--- config.mk ---
export PLATFORM = sky130hd
export DESIGN_NAME = nio_port
export DESIGN_NICKNAME = d
export VERILOG_FILES = /design/src/design/nio_pkg.sv /design/src/design/nio_bus_cycle.sv /design/src/design/nio_port.sv
export SDC_FILE = /design/constraint.sdc
export NUM_CORES = 1
export LEC_CHECK = 0
export BUFFER_PORTS_ARGS = -buffer_cell sky130_fd_sc_hd__buf_2
export CORE_ASPECT_RATIO = 1.25
export CORE_MARGIN = 3
export CORE_UTILIZATION = 32
export CTS_CLUSTER_SIZE = 28
export DETAILED_ROUTE_END_ITERATION = 7
export PLACE_DENSITY_LB_ADDON = 0.2
export REMOVE_ABC_BUFFERS = 1
export SLEW_MARGIN = 25
export SYNTH_ARGS = -nofsm -noshare
export SYNTH_HDL_FRONTEND = slang
export SYNTH_HIERARCHICAL = 1
export SYNTH_SLANG_ARGS = --single-unit
--- constraint.sdc ---
create_clock -name aclk -period 3.6 [get_ports aclk]
set_input_delay 0.18 -clock aclk [delete_from_list [all_inputs] [get_ports aclk]]
set_output_delay 0.18 -clock aclk [all_outputs]
set_load 0.05 [all_outputs]
--- src/design/nio_pkg.sv ---
package nio_pkg;

    // ------------------------------------------------------------------
    // AXI4-Lite register map
    // ------------------------------------------------------------------
    localparam logic [7:0] MODE_OFS = 8'h00;
    localparam logic [7:0] OUT_OFS = 8'h04;
    localparam logic [7:0] IN_OFS = 8'h08;
    localparam logic [7:0] BUS_OFS = 8'h0c;
    localparam logic [7:0] BDATA_OFS = 8'h10;
    localparam logic [7:0] STAT_OFS = 8'h14;
    localparam logic [7:0] HSDATA_OFS = 8'h18;

    // Mode register fields.
    localparam int LO_MODE_LSB = 0;
    localparam int HI_MODE_LSB = 2;
    localparam int OPEN_DRAIN_BIT = 4;
    localparam int LOW_EMI_BIT = 5;
    localparam int HANDSHAKE_BIT = 6;
    localparam int EXT_TIMING_BIT = 7;
    localparam int HIGHZ_BIT = 8;
    localparam int MODE_W = 9;

    // Nibble modes.
    localparam logic [1:0] NIB_OUT = 2'h0;
    localparam logic [1:0] NIB_IN = 2'h1;
    localparam logic [1:0] NIB_ADDR = 2'h2;

    // Reset values: external-program mode and internal-program mode.
    localparam logic [8:0] MODE_RST_EXT = 9'h08a;
    localparam logic [8:0] MODE_RST_INT = 9'h005;

    // Bus command register fields.
    localparam int BUS_WRITE_BIT = 16;
    localparam int BUS_START_BIT = 17;

    // Status register fields.
    localparam int ST_BUSY_BIT = 0;
    localparam int ST_HSFULL_BIT = 1;

    // Timing: extended cycles add two clock periods.
    localparam int EXTRA_PERIODS = 2;
    localparam int AS_CYCLES = 2;
    localparam int DS_CYCLES = 3;
    localparam logic [1:0] RESP_OKAY = 2'h0;
    localparam logic [1:0] RESP_SLVERR = 2'h2;

endpackage : nio_pkg

--- src/design/nio_bus_cycle.sv ---
`timescale 1ns/10ps
module nio_bus_cycle
(
    input wire logic aclk,
    input wire logic aresetn,
    input wire logic start,
    input wire logic extended,
    output logic address_strobe_n,
    output logic data_strobe_n,
    output logic busy,
    output logic done
);

    typedef enum logic [1:0] {nio_idle, nio_as, nio_ds} nio_bus_st_t;
    nio_bus_st_t st_reg, st_next;
    logic [3:0] cnt_reg, cnt_next;

    always_comb
    begin
        st_next = st_reg;
        cnt_next = cnt_reg;
        done = 1'b0;
        case (st_reg)
            nio_idle:
            begin
                if (start)
                begin
                    st_next = nio_as;
                    cnt_next = 4'(nio_pkg::AS_CYCLES - 1);
                end
            end
            nio_as:
            begin
                if (cnt_reg == 4'h0)
                begin
                    st_next = nio_ds;
                    cnt_next = extended ?
                        4'(nio_pkg::DS_CYCLES + nio_pkg::EXTRA_PERIODS - 1) :
                        4'(nio_pkg::DS_CYCLES - 1);
                end
                else
                begin
                    cnt_next = cnt_reg - 4'h1;
                end
            end
            default:
            begin
                if (cnt_reg == 4'h0)
                begin
                    st_next = nio_idle;
                    done = 1'b1;
                end
                else
                begin
                    cnt_next = cnt_reg - 4'h1;
                end
            end
        endcase
    end

    always_ff @(posedge aclk)
    begin
        if (!aresetn)
        begin
            st_reg <= nio_idle;
            cnt_reg <= 4'h0;
        end
        else
        begin
            st_reg <= st_next;
            cnt_reg <= cnt_next;
        end
    end

    // Address strobe first, data strobe after it ends.
    assign address_strobe_n = (st_reg != nio_as);
    assign data_strobe_n = (st_reg != nio_ds);
    assign busy = (st_reg != nio_idle);
endmodule : nio_bus_cycle

--- src/design/nio_port.sv ---
// Function
// - Eight lines, nibble I/O or upper address.
// - Input direction chosen per nibble.
// - One global push-pull or open-drain select.
// - One global low-emission buffer select.
// - Two third-port lines act as handshake.
// - Handshake direction follows upper nibble.
// - Drive address 11:8 or 15:8 per mode.
// - Upper nibble usable as I/O with 12-bit addressing.
// - External-program reset: address 15:8, extended timing.
// - Software may cancel extended timing.
// - Extended cycles last two clocks longer.
// - Internal-program reset: all lines inputs.
// - High-impedance in address mode floats address nibbles, port one, strobes.
// - Lower handshake line input, higher output.
//
// Local design decisions: register access over AXI4-Lite and the register addresses.
`timescale 1ns/10ps
module nio_port
(
    input wire logic aclk,
    input wire logic aresetn,
    input wire logic external_program_mode,
    input wire logic [31:0] s_axi_awaddr,
    input wire logic s_axi_awvalid,
    output logic s_axi_awready,
    input wire logic [31:0] s_axi_wdata,
    input wire logic [3:0] s_axi_wstrb,
    input wire logic s_axi_wvalid,
    output logic s_axi_wready,
    output logic [1:0] s_axi_bresp,
    output logic s_axi_bvalid,
    input wire logic s_axi_bready,
    input wire logic [31:0] s_axi_araddr,
    input wire logic s_axi_arvalid,
    output logic s_axi_arready,
    output logic [31:0] s_axi_rdata,
    output logic [1:0] s_axi_rresp,
    output logic s_axi_rvalid,
    input wire logic s_axi_rready,
    input wire logic [7:0] port_zero_lines_in,
    output logic [7:0] port_zero_lines_out,
    output logic [7:0] port_zero_lines_oe,
    output logic low_emi,
    output logic port_one_float,
    input wire logic [7:0] bus_data_in,
    output logic [7:0] lower_address_byte,
    output logic address_strobe_n,
    output logic address_strobe_n_oe,
    output logic data_strobe_n,
    output logic data_strobe_n_oe,
    output logic read_write,
    output logic read_write_oe,
    input wire logic handshake_input_line,
    output logic handshake_output_line
);

    // ------------------------------------------------------------------
    // Registers
    // ------------------------------------------------------------------
    logic [8:0] mode_reg, mode_next;
    logic [7:0] out_reg, out_next;
    logic [15:0] addr_reg, addr_next;
    logic [7:0] wdat_reg, wdat_next;
    logic rw_reg, rw_next;
    logic [7:0] bdata_reg, bdata_next;
    logic [7:0] hs_reg, hs_next;
    logic hs_full_reg, hs_full_next;
    logic hs_in_q_reg, hs_in_q_next;
    logic boot_reg, boot_next;
    logic aw_reg, aw_next;
    logic [7:0] awa_reg, awa_next;
    logic w_reg, w_next;
    logic [31:0] wd_reg, wd_next;
    logic [3:0] ws_reg, ws_next;
    logic bv_reg, bv_next;
    logic [1:0] br_reg, br_next;
    logic rv_reg, rv_next;
    logic [31:0] rd_reg, rd_next;
    logic [1:0] rr_reg, rr_next;
    logic [7:0] pin_out_reg, pin_out_next;
    logic [7:0] pin_oe_reg, pin_oe_next;

    logic [1:0] lo_mode, hi_mode;
    logic hs_en, hs_out_dir, hi_z, bus_start, bus_busy, bus_done;
    logic do_write;
    logic [7:0] pin_val;

    assign lo_mode = mode_reg[nio_pkg::LO_MODE_LSB +: 2];
    assign hi_mode = mode_reg[nio_pkg::HI_MODE_LSB +: 2];
    assign hs_en = mode_reg[nio_pkg::HANDSHAKE_BIT];
    assign hs_out_dir = (hi_mode == nio_pkg::NIB_OUT);
    assign hi_z = mode_reg[nio_pkg::HIGHZ_BIT]
        && (lo_mode == nio_pkg::NIB_ADDR);
    assign low_emi = mode_reg[nio_pkg::LOW_EMI_BIT];

    // ------------------------------------------------------------------
    // External bus cycle sequencer
    // ------------------------------------------------------------------
    nio_bus_cycle u_cycle
    (
        .aclk(aclk),
        .aresetn(aresetn),
        .start(bus_start),
        .extended(mode_reg[nio_pkg::EXT_TIMING_BIT]),
        .address_strobe_n(address_strobe_n),
        .data_strobe_n(data_strobe_n),
        .busy(bus_busy),
        .done(bus_done)
    );

    // ------------------------------------------------------------------
    // Bus slave and port control
    // ------------------------------------------------------------------
    assign s_axi_awready = !aw_reg;
    assign s_axi_wready = !w_reg;
    assign s_axi_bvalid = bv_reg;
    assign s_axi_bresp = br_reg;
    assign s_axi_arready = !rv_reg;
    assign s_axi_rvalid = rv_reg;
    assign s_axi_rdata = rd_reg;
    assign s_axi_rresp = rr_reg;
    assign do_write = aw_reg && w_reg && !bv_reg;

    always_comb
    begin
        mode_next = mode_reg;
        out_next = out_reg;
        addr_next = addr_reg;
        wdat_next = wdat_reg;
        rw_next = rw_reg;
        bdata_next = bdata_reg;
        hs_next = hs_reg;
        hs_full_next = hs_full_reg;
        hs_in_q_next = handshake_input_line;
        boot_next = 1'b0;
        aw_next = aw_reg;
        awa_next = awa_reg;
        w_next = w_reg;
        wd_next = wd_reg;
        ws_next = ws_reg;
        bv_next = bv_reg;
        br_next = br_reg;
        rv_next = rv_reg;
        rd_next = rd_reg;
        rr_next = rr_reg;
        bus_start = 1'b0;
        if (boot_reg)
        begin
            mode_next = external_program_mode ?
                nio_pkg::MODE_RST_EXT : nio_pkg::MODE_RST_INT;
        end
        if (bus_done && rw_reg)
        begin
            bdata_next = bus_data_in;
        end
        // Handshake: falling input edge strobes a byte.
        if (hs_en && hs_in_q_reg && !handshake_input_line)
        begin
            if (!hs_out_dir)
            begin
                hs_next = port_zero_lines_in;
                hs_full_next = 1'b1;
            end
            else
            begin
                hs_full_next = 1'b0;
            end
        end
        if (s_axi_awvalid && !aw_reg)
        begin
            aw_next = 1'b1;
            awa_next = s_axi_awaddr[7:0];
        end
        if (s_axi_wvalid && !w_reg)
        begin
            w_next = 1'b1;
            wd_next = s_axi_wdata;
            ws_next = s_axi_wstrb;
        end
        if (do_write)
        begin
            aw_next = 1'b0;
            w_next = 1'b0;
            bv_next = 1'b1;
            br_next = nio_pkg::RESP_OKAY;
            if (awa_reg == nio_pkg::MODE_OFS)
            begin
                if (ws_reg[0])
                begin
                    mode_next[7:0] = wd_reg[7:0];
                end
                if (ws_reg[1])
                begin
                    mode_next[nio_pkg::HIGHZ_BIT] = wd_reg[nio_pkg::HIGHZ_BIT];
                end
            end
            else if (awa_reg == nio_pkg::OUT_OFS)
            begin
                if (ws_reg[0])
                begin
                    out_next = wd_reg[7:0];
                    if (hs_en && hs_out_dir)
                    begin
                        hs_full_next = 1'b1;
                    end
                end
            end
            else if (awa_reg == nio_pkg::BUS_OFS)
            begin
                if (!bus_busy && ws_reg == 4'hf)
                begin
                    addr_next = wd_reg[15:0];
                    rw_next = !wd_reg[nio_pkg::BUS_WRITE_BIT];
                    wdat_next = wd_reg[31:24];
                    bus_start = wd_reg[nio_pkg::BUS_START_BIT];
                end
                else
                begin
                    br_next = nio_pkg::RESP_SLVERR;
                end
            end
            else
            begin
                br_next = nio_pkg::RESP_SLVERR;
            end
        end
        if (bv_reg && s_axi_bready)
        begin
            bv_next = 1'b0;
        end
        if (rv_reg && s_axi_rready)
        begin
            rv_next = 1'b0;
        end
        if (s_axi_arvalid && !rv_reg)
        begin
            rv_next = 1'b1;
            rr_next = nio_pkg::RESP_OKAY;
            rd_next = 32'h0;
            if (s_axi_araddr[7:0] == nio_pkg::MODE_OFS)
            begin
                rd_next[8:0] = mode_reg;
            end
            else if (s_axi_araddr[7:0] == nio_pkg::OUT_OFS)
            begin
                rd_next[7:0] = out_reg;
            end
            else if (s_axi_araddr[7:0] == nio_pkg::IN_OFS)
            begin
                rd_next[7:0] = port_zero_lines_in;
            end
            else if (s_axi_araddr[7:0] == nio_pkg::BUS_OFS)
            begin
                rd_next[15:0] = addr_reg;
                rd_next[nio_pkg::BUS_WRITE_BIT] = !rw_reg;
                rd_next[31:24] = wdat_reg;
            end
            else if (s_axi_araddr[7:0] == nio_pkg::BDATA_OFS)
            begin
                rd_next[7:0] = bdata_reg;
            end
            else if (s_axi_araddr[7:0] == nio_pkg::STAT_OFS)
            begin
                rd_next[nio_pkg::ST_BUSY_BIT] = bus_busy;
                rd_next[nio_pkg::ST_HSFULL_BIT] = hs_full_reg;
            end
            else if (s_axi_araddr[7:0] == nio_pkg::HSDATA_OFS)
            begin
                rd_next[7:0] = hs_reg;
                // A byte arriving in the same cycle keeps the flag set.
                if (!hs_out_dir
                    && !(hs_en && hs_in_q_reg && !handshake_input_line))
                begin
                    hs_full_next = 1'b0;
                end
            end
            else
            begin
                rr_next = nio_pkg::RESP_SLVERR;
            end
        end
    end

    // ------------------------------------------------------------------
    // Pin drive per nibble
    // ------------------------------------------------------------------
    always_comb
    begin
        pin_val = out_reg;
        pin_oe_next = 8'h00;
        if (lo_mode == nio_pkg::NIB_ADDR)
        begin
            pin_val[3:0] = addr_reg[11:8];
            pin_oe_next[3:0] = 4'hf;
        end
        else if (lo_mode == nio_pkg::NIB_OUT)
        begin
            pin_oe_next[3:0] = 4'hf;
        end
        if (hi_mode == nio_pkg::NIB_ADDR && lo_mode == nio_pkg::NIB_ADDR)
        begin
            pin_val[7:4] = addr_reg[15:12];
            pin_oe_next[7:4] = 4'hf;
        end
        else if (hi_mode == nio_pkg::NIB_OUT)
        begin
            pin_oe_next[7:4] = 4'hf;
        end
        // Open drain drives only zeros.
        if (mode_reg[nio_pkg::OPEN_DRAIN_BIT])
        begin
            pin_oe_next = pin_oe_next & ~pin_val;
        end
        if (hi_z)
        begin
            pin_oe_next[3:0] = 4'h0;
            if (hi_mode == nio_pkg::NIB_ADDR)
            begin
                pin_oe_next[7:4] = 4'h0;
            end
        end
        pin_out_next = pin_val;
    end

    always_ff @(posedge aclk)
    begin
        if (!aresetn)
        begin
            mode_reg <= nio_pkg::MODE_RST_INT;
            out_reg <= 8'h00;
            addr_reg <= 16'h0000;
            wdat_reg <= 8'h00;
            rw_reg <= 1'b1;
            bdata_reg <= 8'h00;
            hs_reg <= 8'h00;
            hs_full_reg <= 1'b0;
            hs_in_q_reg <= 1'b1;
            boot_reg <= 1'b1;
            aw_reg <= 1'b0;
            awa_reg <= 8'h00;
            w_reg <= 1'b0;
            wd_reg <= 32'h0;
            ws_reg <= 4'h0;
            bv_reg <= 1'b0;
            br_reg <= nio_pkg::RESP_OKAY;
            rv_reg <= 1'b0;
            rd_reg <= 32'h0;
            rr_reg <= nio_pkg::RESP_OKAY;
            pin_out_reg <= 8'h00;
            pin_oe_reg <= 8'h00;
        end
        else
        begin
            mode_reg <= mode_next;
            out_reg <= out_next;
            addr_reg <= addr_next;
            wdat_reg <= wdat_next;
            rw_reg <= rw_next;
            bdata_reg <= bdata_next;
            hs_reg <= hs_next;
            hs_full_reg <= hs_full_next;
            hs_in_q_reg <= hs_in_q_next;
            boot_reg <= boot_next;
            aw_reg <= aw_next;
            awa_reg <= awa_next;
            w_reg <= w_next;
            wd_reg <= wd_next;
            ws_reg <= ws_next;
            bv_reg <= bv_next;
            br_reg <= br_next;
            rv_reg <= rv_next;
            rd_reg <= rd_next;
            rr_reg <= rr_next;
            pin_out_reg <= pin_out_next;
            pin_oe_reg <= pin_oe_next;
        end
    end

    // Write data of the external bus does not use this port.
    assign port_zero_lines_out = pin_out_reg;
    assign port_zero_lines_oe = pin_oe_reg;
    assign lower_address_byte = addr_reg[7:0];
    assign read_write = rw_reg;
    assign port_one_float = hi_z;
    assign address_strobe_n_oe = !hi_z;
    assign data_strobe_n_oe = !hi_z;
    assign read_write_oe = !hi_z;
    // Ready for a byte while the handshake buffer is not full.
    assign handshake_output_line = hs_en && !hs_full_reg;
endmodule : nio_port

# [Word level (Yosys, flattened, before mapping)]
# Index checks and enable logic that the tools add are counted.
[classes] n_eq_ne=17 add_sub_neg=1 mux=77 n_reduce_logical=46 bitwise_logic=6
[ops] cell="$mux 8" n=14
[ops] cell="$mux 9" n=7
[ops] cell="$mux 4" n=10
[ops] cell="$mux 2" n=15
[ops] cell="$mux 1" n=27
[ops] cell="$eq 8x4->1 const B" n=3
[ops] cell="$eq 8x5->1 const B" n=3
[ops] cell="$eq 8x3->1 const B" n=2
[ops] cell="$logic_and 1x1->1" n=16
[ops] cell="$logic_not 8->1" n=2
[ops] cell="$logic_not 1->1" n=12
[ops] cell="$and 8x8->8" n=1
[ops] cell="$not 8->8" n=1
[ops] cell="$pmux 4 s2" n=1
[ops] cell="$reduce_or 2->1" n=4
[ops] cell="$logic_not 2->1" n=3
[ops] cell="$mux 6" n=1
[ops] cell="$reduce_bool 2->1" n=3
[ops] cell="$reduce_and 5->1" n=1
[ops] cell="$eq 2x2->1 const B" n=2
[ops] cell="$eq 4x4->1 const B" n=1
[ops] cell="$logic_not 4->1" n=1
[ops] cell="$ne 2x1->1 const B" n=2
[ops] cell="$ne 2x2->1 const B" n=2
[ops] cell="other kinds (9)" n=13
[totals] register_bits=160

# [Logic depth before layout (Yosys ltp)]
[logic_depth] word_depth=17 ltp_mapped=10

# [By module]
# Netlist, hierarchy kept.
[by_module_without_submodules] module="nio_port" instances=1 area_each_um2=6079.6 cells_each=729
[by_module_without_submodules] module="nio_bus_cycle" instances=1 area_each_um2=364.1 cells_each=46

# [Least setup slack after synthesis]
# Ideal clock, no wire load.
[synth_path] kind="flip-flop to flip-flop" from="reg bv_reg, in the netlist s_axi_bvalid" to="reg u_cycle.cnt_reg[2]" setup_slack_ps=1299 setup_time_ps=118 path_stages_with_launch=10 n_path_buf=3 t_arrival_ps=2184 path_cell_list="dfxtp_1 and3b_1 clkbuf_1 and3_1 clkbuf_1 buf_2 and3_1 nor3_1 a21oi_1 o2111a_1"
[synth_between] elab_chain_len=5
[synth_rtl] element="start: declaration" line="nio_port.sv:76" text="logic bv_reg, bv_next;"
[synth_rtl] element="start signal: assignment" line="nio_port.sv:370" text="bv_reg <= bv_next;"
[synth_rtl] element="$logic_not 1->1" line="nio_port.sv:123" text="assign do_write = aw_reg && w_reg && !bv_reg;"
[synth_rtl] element="$logic_and 1x1->1" line="nio_port.sv:123"
[synth_rtl] element="$mux 1" line="nio_port.sv:181" text="if (do_write)"
[synth_rtl] element="named net bus_start" line="nio_port.sv:85" text="logic hs_en, hs_out_dir, hi_z, bus_start, bus_busy, bus_done;"
[synth_rtl] element="$ne 2x2->1 (no source line)"
[synth_rtl] element="$reduce_and 2->1 (no source line)"
[synth_rtl] element="end signal: assignment" line="nio_bus_cycle.sv:71" text="cnt_reg <= cnt_next;"
[synth_rtl] element="end: declaration" line="nio_bus_cycle.sv:16" text="logic [3:0] cnt_reg, cnt_next;"
# The timed path passes the listed nets, and every way through them passes these cells.
# A chain may end at the register's enable or synchronous reset.

# [Worst setup path in the final report]
[layout_path] from="reg u_cycle.st_reg[1]" to="reg wdat_reg[4]"
[layout_between] elab_chain_len=4
[layout_rtl] element="start: declaration" line="nio_bus_cycle.sv:15" text="nio_bus_st_t st_reg, st_next;"
[layout_rtl] element="start signal: assignment" line="nio_bus_cycle.sv:65" text="st_reg <= nio_idle;"
[layout_rtl] element="start signal: assignment" line="nio_bus_cycle.sv:70" text="st_reg <= st_next;"
[layout_rtl] element="$reduce_bool 2->1" line="nio_bus_cycle.sv:78" text="assign busy = (st_reg != nio_idle);"
[layout_rtl] element="named net bus_busy" line="nio_port.sv:85"
[layout_rtl] element="$logic_not 1->1" line="nio_port.sv:211" text="if (!bus_busy && ws_reg == 4'hf)"
[layout_rtl] element="$logic_and 1x1->1" line="nio_port.sv:211"
[layout_rtl] element="$reduce_and 5->1 (no source line)"
[layout_rtl] element="end signal: assignment" line="nio_port.sv:358" text="wdat_reg <= wdat_next;"
[layout_rtl] element="end: declaration" line="nio_port.sv:64" text="logic [7:0] wdat_reg, wdat_next;"
# The timed path passes the listed nets, and every way through them passes these cells.

==> impl_metrics.sql <==
INSERT INTO impl_metrics (metric_group, metric, value, unit) VALUES
('outcome', 'run_status', 'complete, no violations', ''),
('routing', 'drt_first_iter_violations', '373', ''),
('final_layout', 'synthToLayoutAreaGrowth', '26.99', '%'),
('critical_path', 'cpPeakStageDelay', '0.52', 'ns'),
('routing', 'drt_pre_antenna_iters', '5', ''),
('clock_network', 'hold_buffer_count_at_cts', '34', ''),
('grt', 'globalRouteMet1Util', '0.2338', ''),
('critical_path', 'path_delay_family', 'simple AND/OR/NAND/NOR gates', ''),
('final_layout', 'layout.filler_cells', '2032', ''),
('clock_network', 'htree_levels', '4', ''),
('routing', 'post_drt_via_cell_ratio', '4.981', ''),
('routing', 'detailroute.via_count', '5892', ''),
('critical_path', 'worstPathCellList', 'nor2_1 -> inv_1 -> and4b_1 -> nand4_1 -> buf_4 -> o21ai_0 -> a21oi_1', ''),
('grt', 'global_route.overflow_total', '0', ''),
('clock_network', 'cts_resized', '0', ''),
('yosys', 'synth_top_cells_by_count', '152 x sky130_fd_sc_hd__dfxtp_1, 105 x sky130_fd_sc_hd__nand2_1, 95 x sky130_fd_sc_hd__a21oi_1', ''),
('yosys', 'post-synth-top-area-fraction', '0.4722', ''),
('clock_network', 'cts_tree', 'done', ''),
('clock_network', 'clkTransAtPathRegs', '0.07', 'ns'),
('clock_network', 'cts-root-buf', 'sky130_fd_sc_hd__clkbuf_16', ''),
('timing', 'report.final.setup_viol', '0', ''),
('clock_network', 'tritoncts.num_buffers', '17', ''),
('critical_path', 'cp-end-kind', 'register', ''),
('critical_path', 'critical_path_required', '3.89', 'ns'),
('yosys', 'yosys_register_bits', '152', ''),
('floorplan', 'ioPinCount', '199', ''),
('critical_path', 'crit_fanout', '14', ''),
('timing', 'timing_max_transition_violations_final', '0', ''),
('timing', 'achievable-frequency', '397.3', 'MHz'),
('power', 'p_leak', '3.262', 'nW'),
('yosys', 'post_synth_instance_area', '6444', 'um^2'),
('timing', 'final.hold.worst_slack', '0.01322', 'ns'),
('grt', 'first_global_vias', '5648', ''),
('grt', 'globalRouteTotalUtil', '0.1775', ''),
('critical_path', 'timing.critical_path.buf_inv', '2', ''),
('clock_network', 'cts_buffer_depth', '2', ''),
('floorplan', 'die-width', '132.9', 'um'),
('final_layout', 'nNetsFinal', '1031', ''),
('critical_path', 'critical_path.startpoint', 'u_cycle/st_reg[1]', ''),
('yosys', 'synth-edff-count', '0', ''),
('timing', 'period_share', '0.6991', ''),
('yosys', 'synth.avg_cell_area', '8.314', 'um^2'),
('floorplan', 'fp.coreArea', '19610', 'um^2'),
('grt', 'grt_first_pass_wirelength', '30790', 'um'),
('run', 'max_capacitance_violation_count', '0', ''),
('grt', 'global_route.usage.met2', '0.2939', ''),
('timing', 'clock_skews', '0.008820', 'ns'),
('yosys', 'share_of_synthesized_registers_carrying_an_async_set_or_reset', '0', ''),
('yosys', 'yosys.area.top_type', 'sky130_fd_sc_hd__dfxtp_1', ''),
('yosys', 'synth_cell_types', '52', ''),
('grt', 'global_route.usage.met3', '0.03687', ''),
('timing', 'setup-tns-final', '0', 'ns'),
('yosys', 'post_synth_main_area_contributors', 'sky130_fd_sc_hd__dfxtp_1 47%, sky130_fd_sc_hd__a21oi_1 7.4%, sky130_fd_sc_hd__nand2_1 6.1%', ''),
('grt', 'initial_antenna_violation_count', '0', ''),
('power', 'power_density', '480.6', 'nW/um^2'),
('timing', 'timing.slew.headroom', '0.3895', ''),
('yosys', 'yosys_warnings', '6', ''),
('timing', 'final_hold_viol_count', '0', ''),
('routing', 'total_length_of_routed_wires', '19530', 'um'),
('yosys', 'synth.yosys.seq_area_share', '0.4722', ''),
('yosys', 'syn-instance-count', '775', ''),
('timing', 'worst-slew-pin-transition', '0.9124', 'ns'),
('timing', 'rsz0062_at_grt', 'false', ''),
('min_path', 'hold_path_startpoint', 's_axi_wdata[0]', ''),
('yosys', 'top_ff_cell_synth', 'sky130_fd_sc_hd__dfxtp_1', ''),
('grt', 'grt_start_max_net_pins', '122', ''),
('placed_design', 'buffer_ports.inserted', '135', ''),
('critical_path', 'cp_slowest_cell', 'sky130_fd_sc_hd__nand4_1', ''),
('yosys', 'synthMostInstantiatedCell', 'sky130_fd_sc_hd__dfxtp_1', ''),
('critical_path', 'worst_setup_path_type', 'reg2reg', ''),
('timing', 'finalCriticalPeriod', '2.517', 'ns');
## power by group
part / total (W) / switching [W] / internal [W]
Combinational: 0.000344 / 0.000223 / 0.000121
Clock: 0.00184 / 0.000737 / 0.00110
Sequential: 0.00175 / 0.0000304 / 0.00172
Total: 0.00393 / 0.000990 / 0.00294
## routing by layer
metal	share of wire	up-vias
li1	-	2940
met1	0.46	2766
met2	0.47	165
met3	0.052	21
met4	0.015	0
met5	0	-
## kinds of logic after synthesis
logic type	count (synthesis)	share of synthesized area
mux	30	0.04699
buf+inv	107	0.07476
fa+ha+maj	1	0.001941
other cells	1	0.0005820
flops	152	0.4722
simple gates	280	0.2066
compound gates	203	0.1955
xor+xnor	1	0.001359
## through the flow
step                setup WS, ns  utilization  total power, W  instances  instance area [um^2]
floorplan                 0.7959            -        0.001968        704                  6097
global placement           1.081       0.3681        0.002106       1116                  7219
detailed placement         1.132       0.3687        0.002107       1117                  7231
CTS                        1.109       0.4169        0.003974       1183                  8177
global route              0.8647       0.4172        0.004086       1183                  8183
finish                     1.083       0.4172        0.003933       1183                  8183
## final timing paths
| check | to | depth (start not counted) | slack [ns] |
|---|---|---|---|
| max | wdat_reg[4] | 7 | 1.08 |
| min | wd_reg[0] | 3 | 0.01 |
| max reg2reg | wdat_reg[4] | 7 | 1.08 |
| min reg2reg | ws_reg[3] | 2 | 0.45 |
## placed cells by master (no fill, tap or decap), types with 3 or more instances in the layout
| cell type | count |
|---|---|
| sky130_fd_sc_hd__o21ba_2 | 7 |
| sky130_fd_sc_hd__clkbuf_16 | 17 |
| sky130_fd_sc_hd__nand3b_1 | 9 |
| sky130_fd_sc_hd__or3_1 | 4 |
| sky130_fd_sc_hd__bufinv_16 | 3 |
| sky130_fd_sc_hd__o31ai_1 | 6 |
| sky130_fd_sc_hd__a21oi_1 | 95 |
| sky130_fd_sc_hd__and3_1 | 3 |
| sky130_fd_sc_hd__nand2_1 | 105 |
| sky130_fd_sc_hd__nor3b_1 | 3 |
| sky130_fd_sc_hd__nor2b_1 | 6 |
| sky130_fd_sc_hd__dfxtp_1 | 152 |
| sky130_fd_sc_hd__nand4_1 | 5 |
| sky130_fd_sc_hd__nor4_1 | 3 |
| sky130_fd_sc_hd__a32oi_1 | 16 |
| sky130_fd_sc_hd__a32o_1 | 6 |
| sky130_fd_sc_hd__dlygate4sd3_1 | 34 |
| sky130_fd_sc_hd__o211ai_1 | 6 |
| sky130_fd_sc_hd__a211o_1 | 7 |
| sky130_fd_sc_hd__buf_4 | 11 |
| sky130_fd_sc_hd__clkinvlp_4 | 3 |
| sky130_fd_sc_hd__nand3_1 | 47 |
| sky130_fd_sc_hd__conb_1 | 9 |
| sky130_fd_sc_hd__clkinv_4 | 4 |
| sky130_fd_sc_hd__a22o_1 | 7 |
| sky130_fd_sc_hd__o21ai_0 | 41 |
| sky130_fd_sc_hd__mux2i_1 | 28 |
| sky130_fd_sc_hd__nor3_1 | 7 |
| sky130_fd_sc_hd__and2_1 | 3 |
| sky130_fd_sc_hd__a31oi_1 | 3 |
| sky130_fd_sc_hd__inv_1 | 27 |
| sky130_fd_sc_hd__nor2_1 | 59 |
| sky130_fd_sc_hd__buf_2 | 135 |
| sky130_fd_sc_hd__nand2b_1 | 8 |
## worst min-delay path: stages
cell	delay (ns)
sky130_fd_sc_hd__buf_2	0.10
sky130_fd_sc_hd__nand2_1	0.06
sky130_fd_sc_hd__a21oi_1	0.05
## cell type report
type | instances | area, um^2 | area share
Sequential cell | 152 | 3043 | 0.3719
Clock inverter | 13 | 172.7 | 0.02110
Multi-Input combinational cell | 524 | 2967 | 0.3625
Tap cell | 265 | 331.6 | 0.04052
Timing Repair Buffer | 182 | 1130 | 0.1381
Clock buffer | 19 | 432.9 | 0.05291
Inverter | 28 | 106.4 | 0.01300
Power figures use the tool's default switching activity.
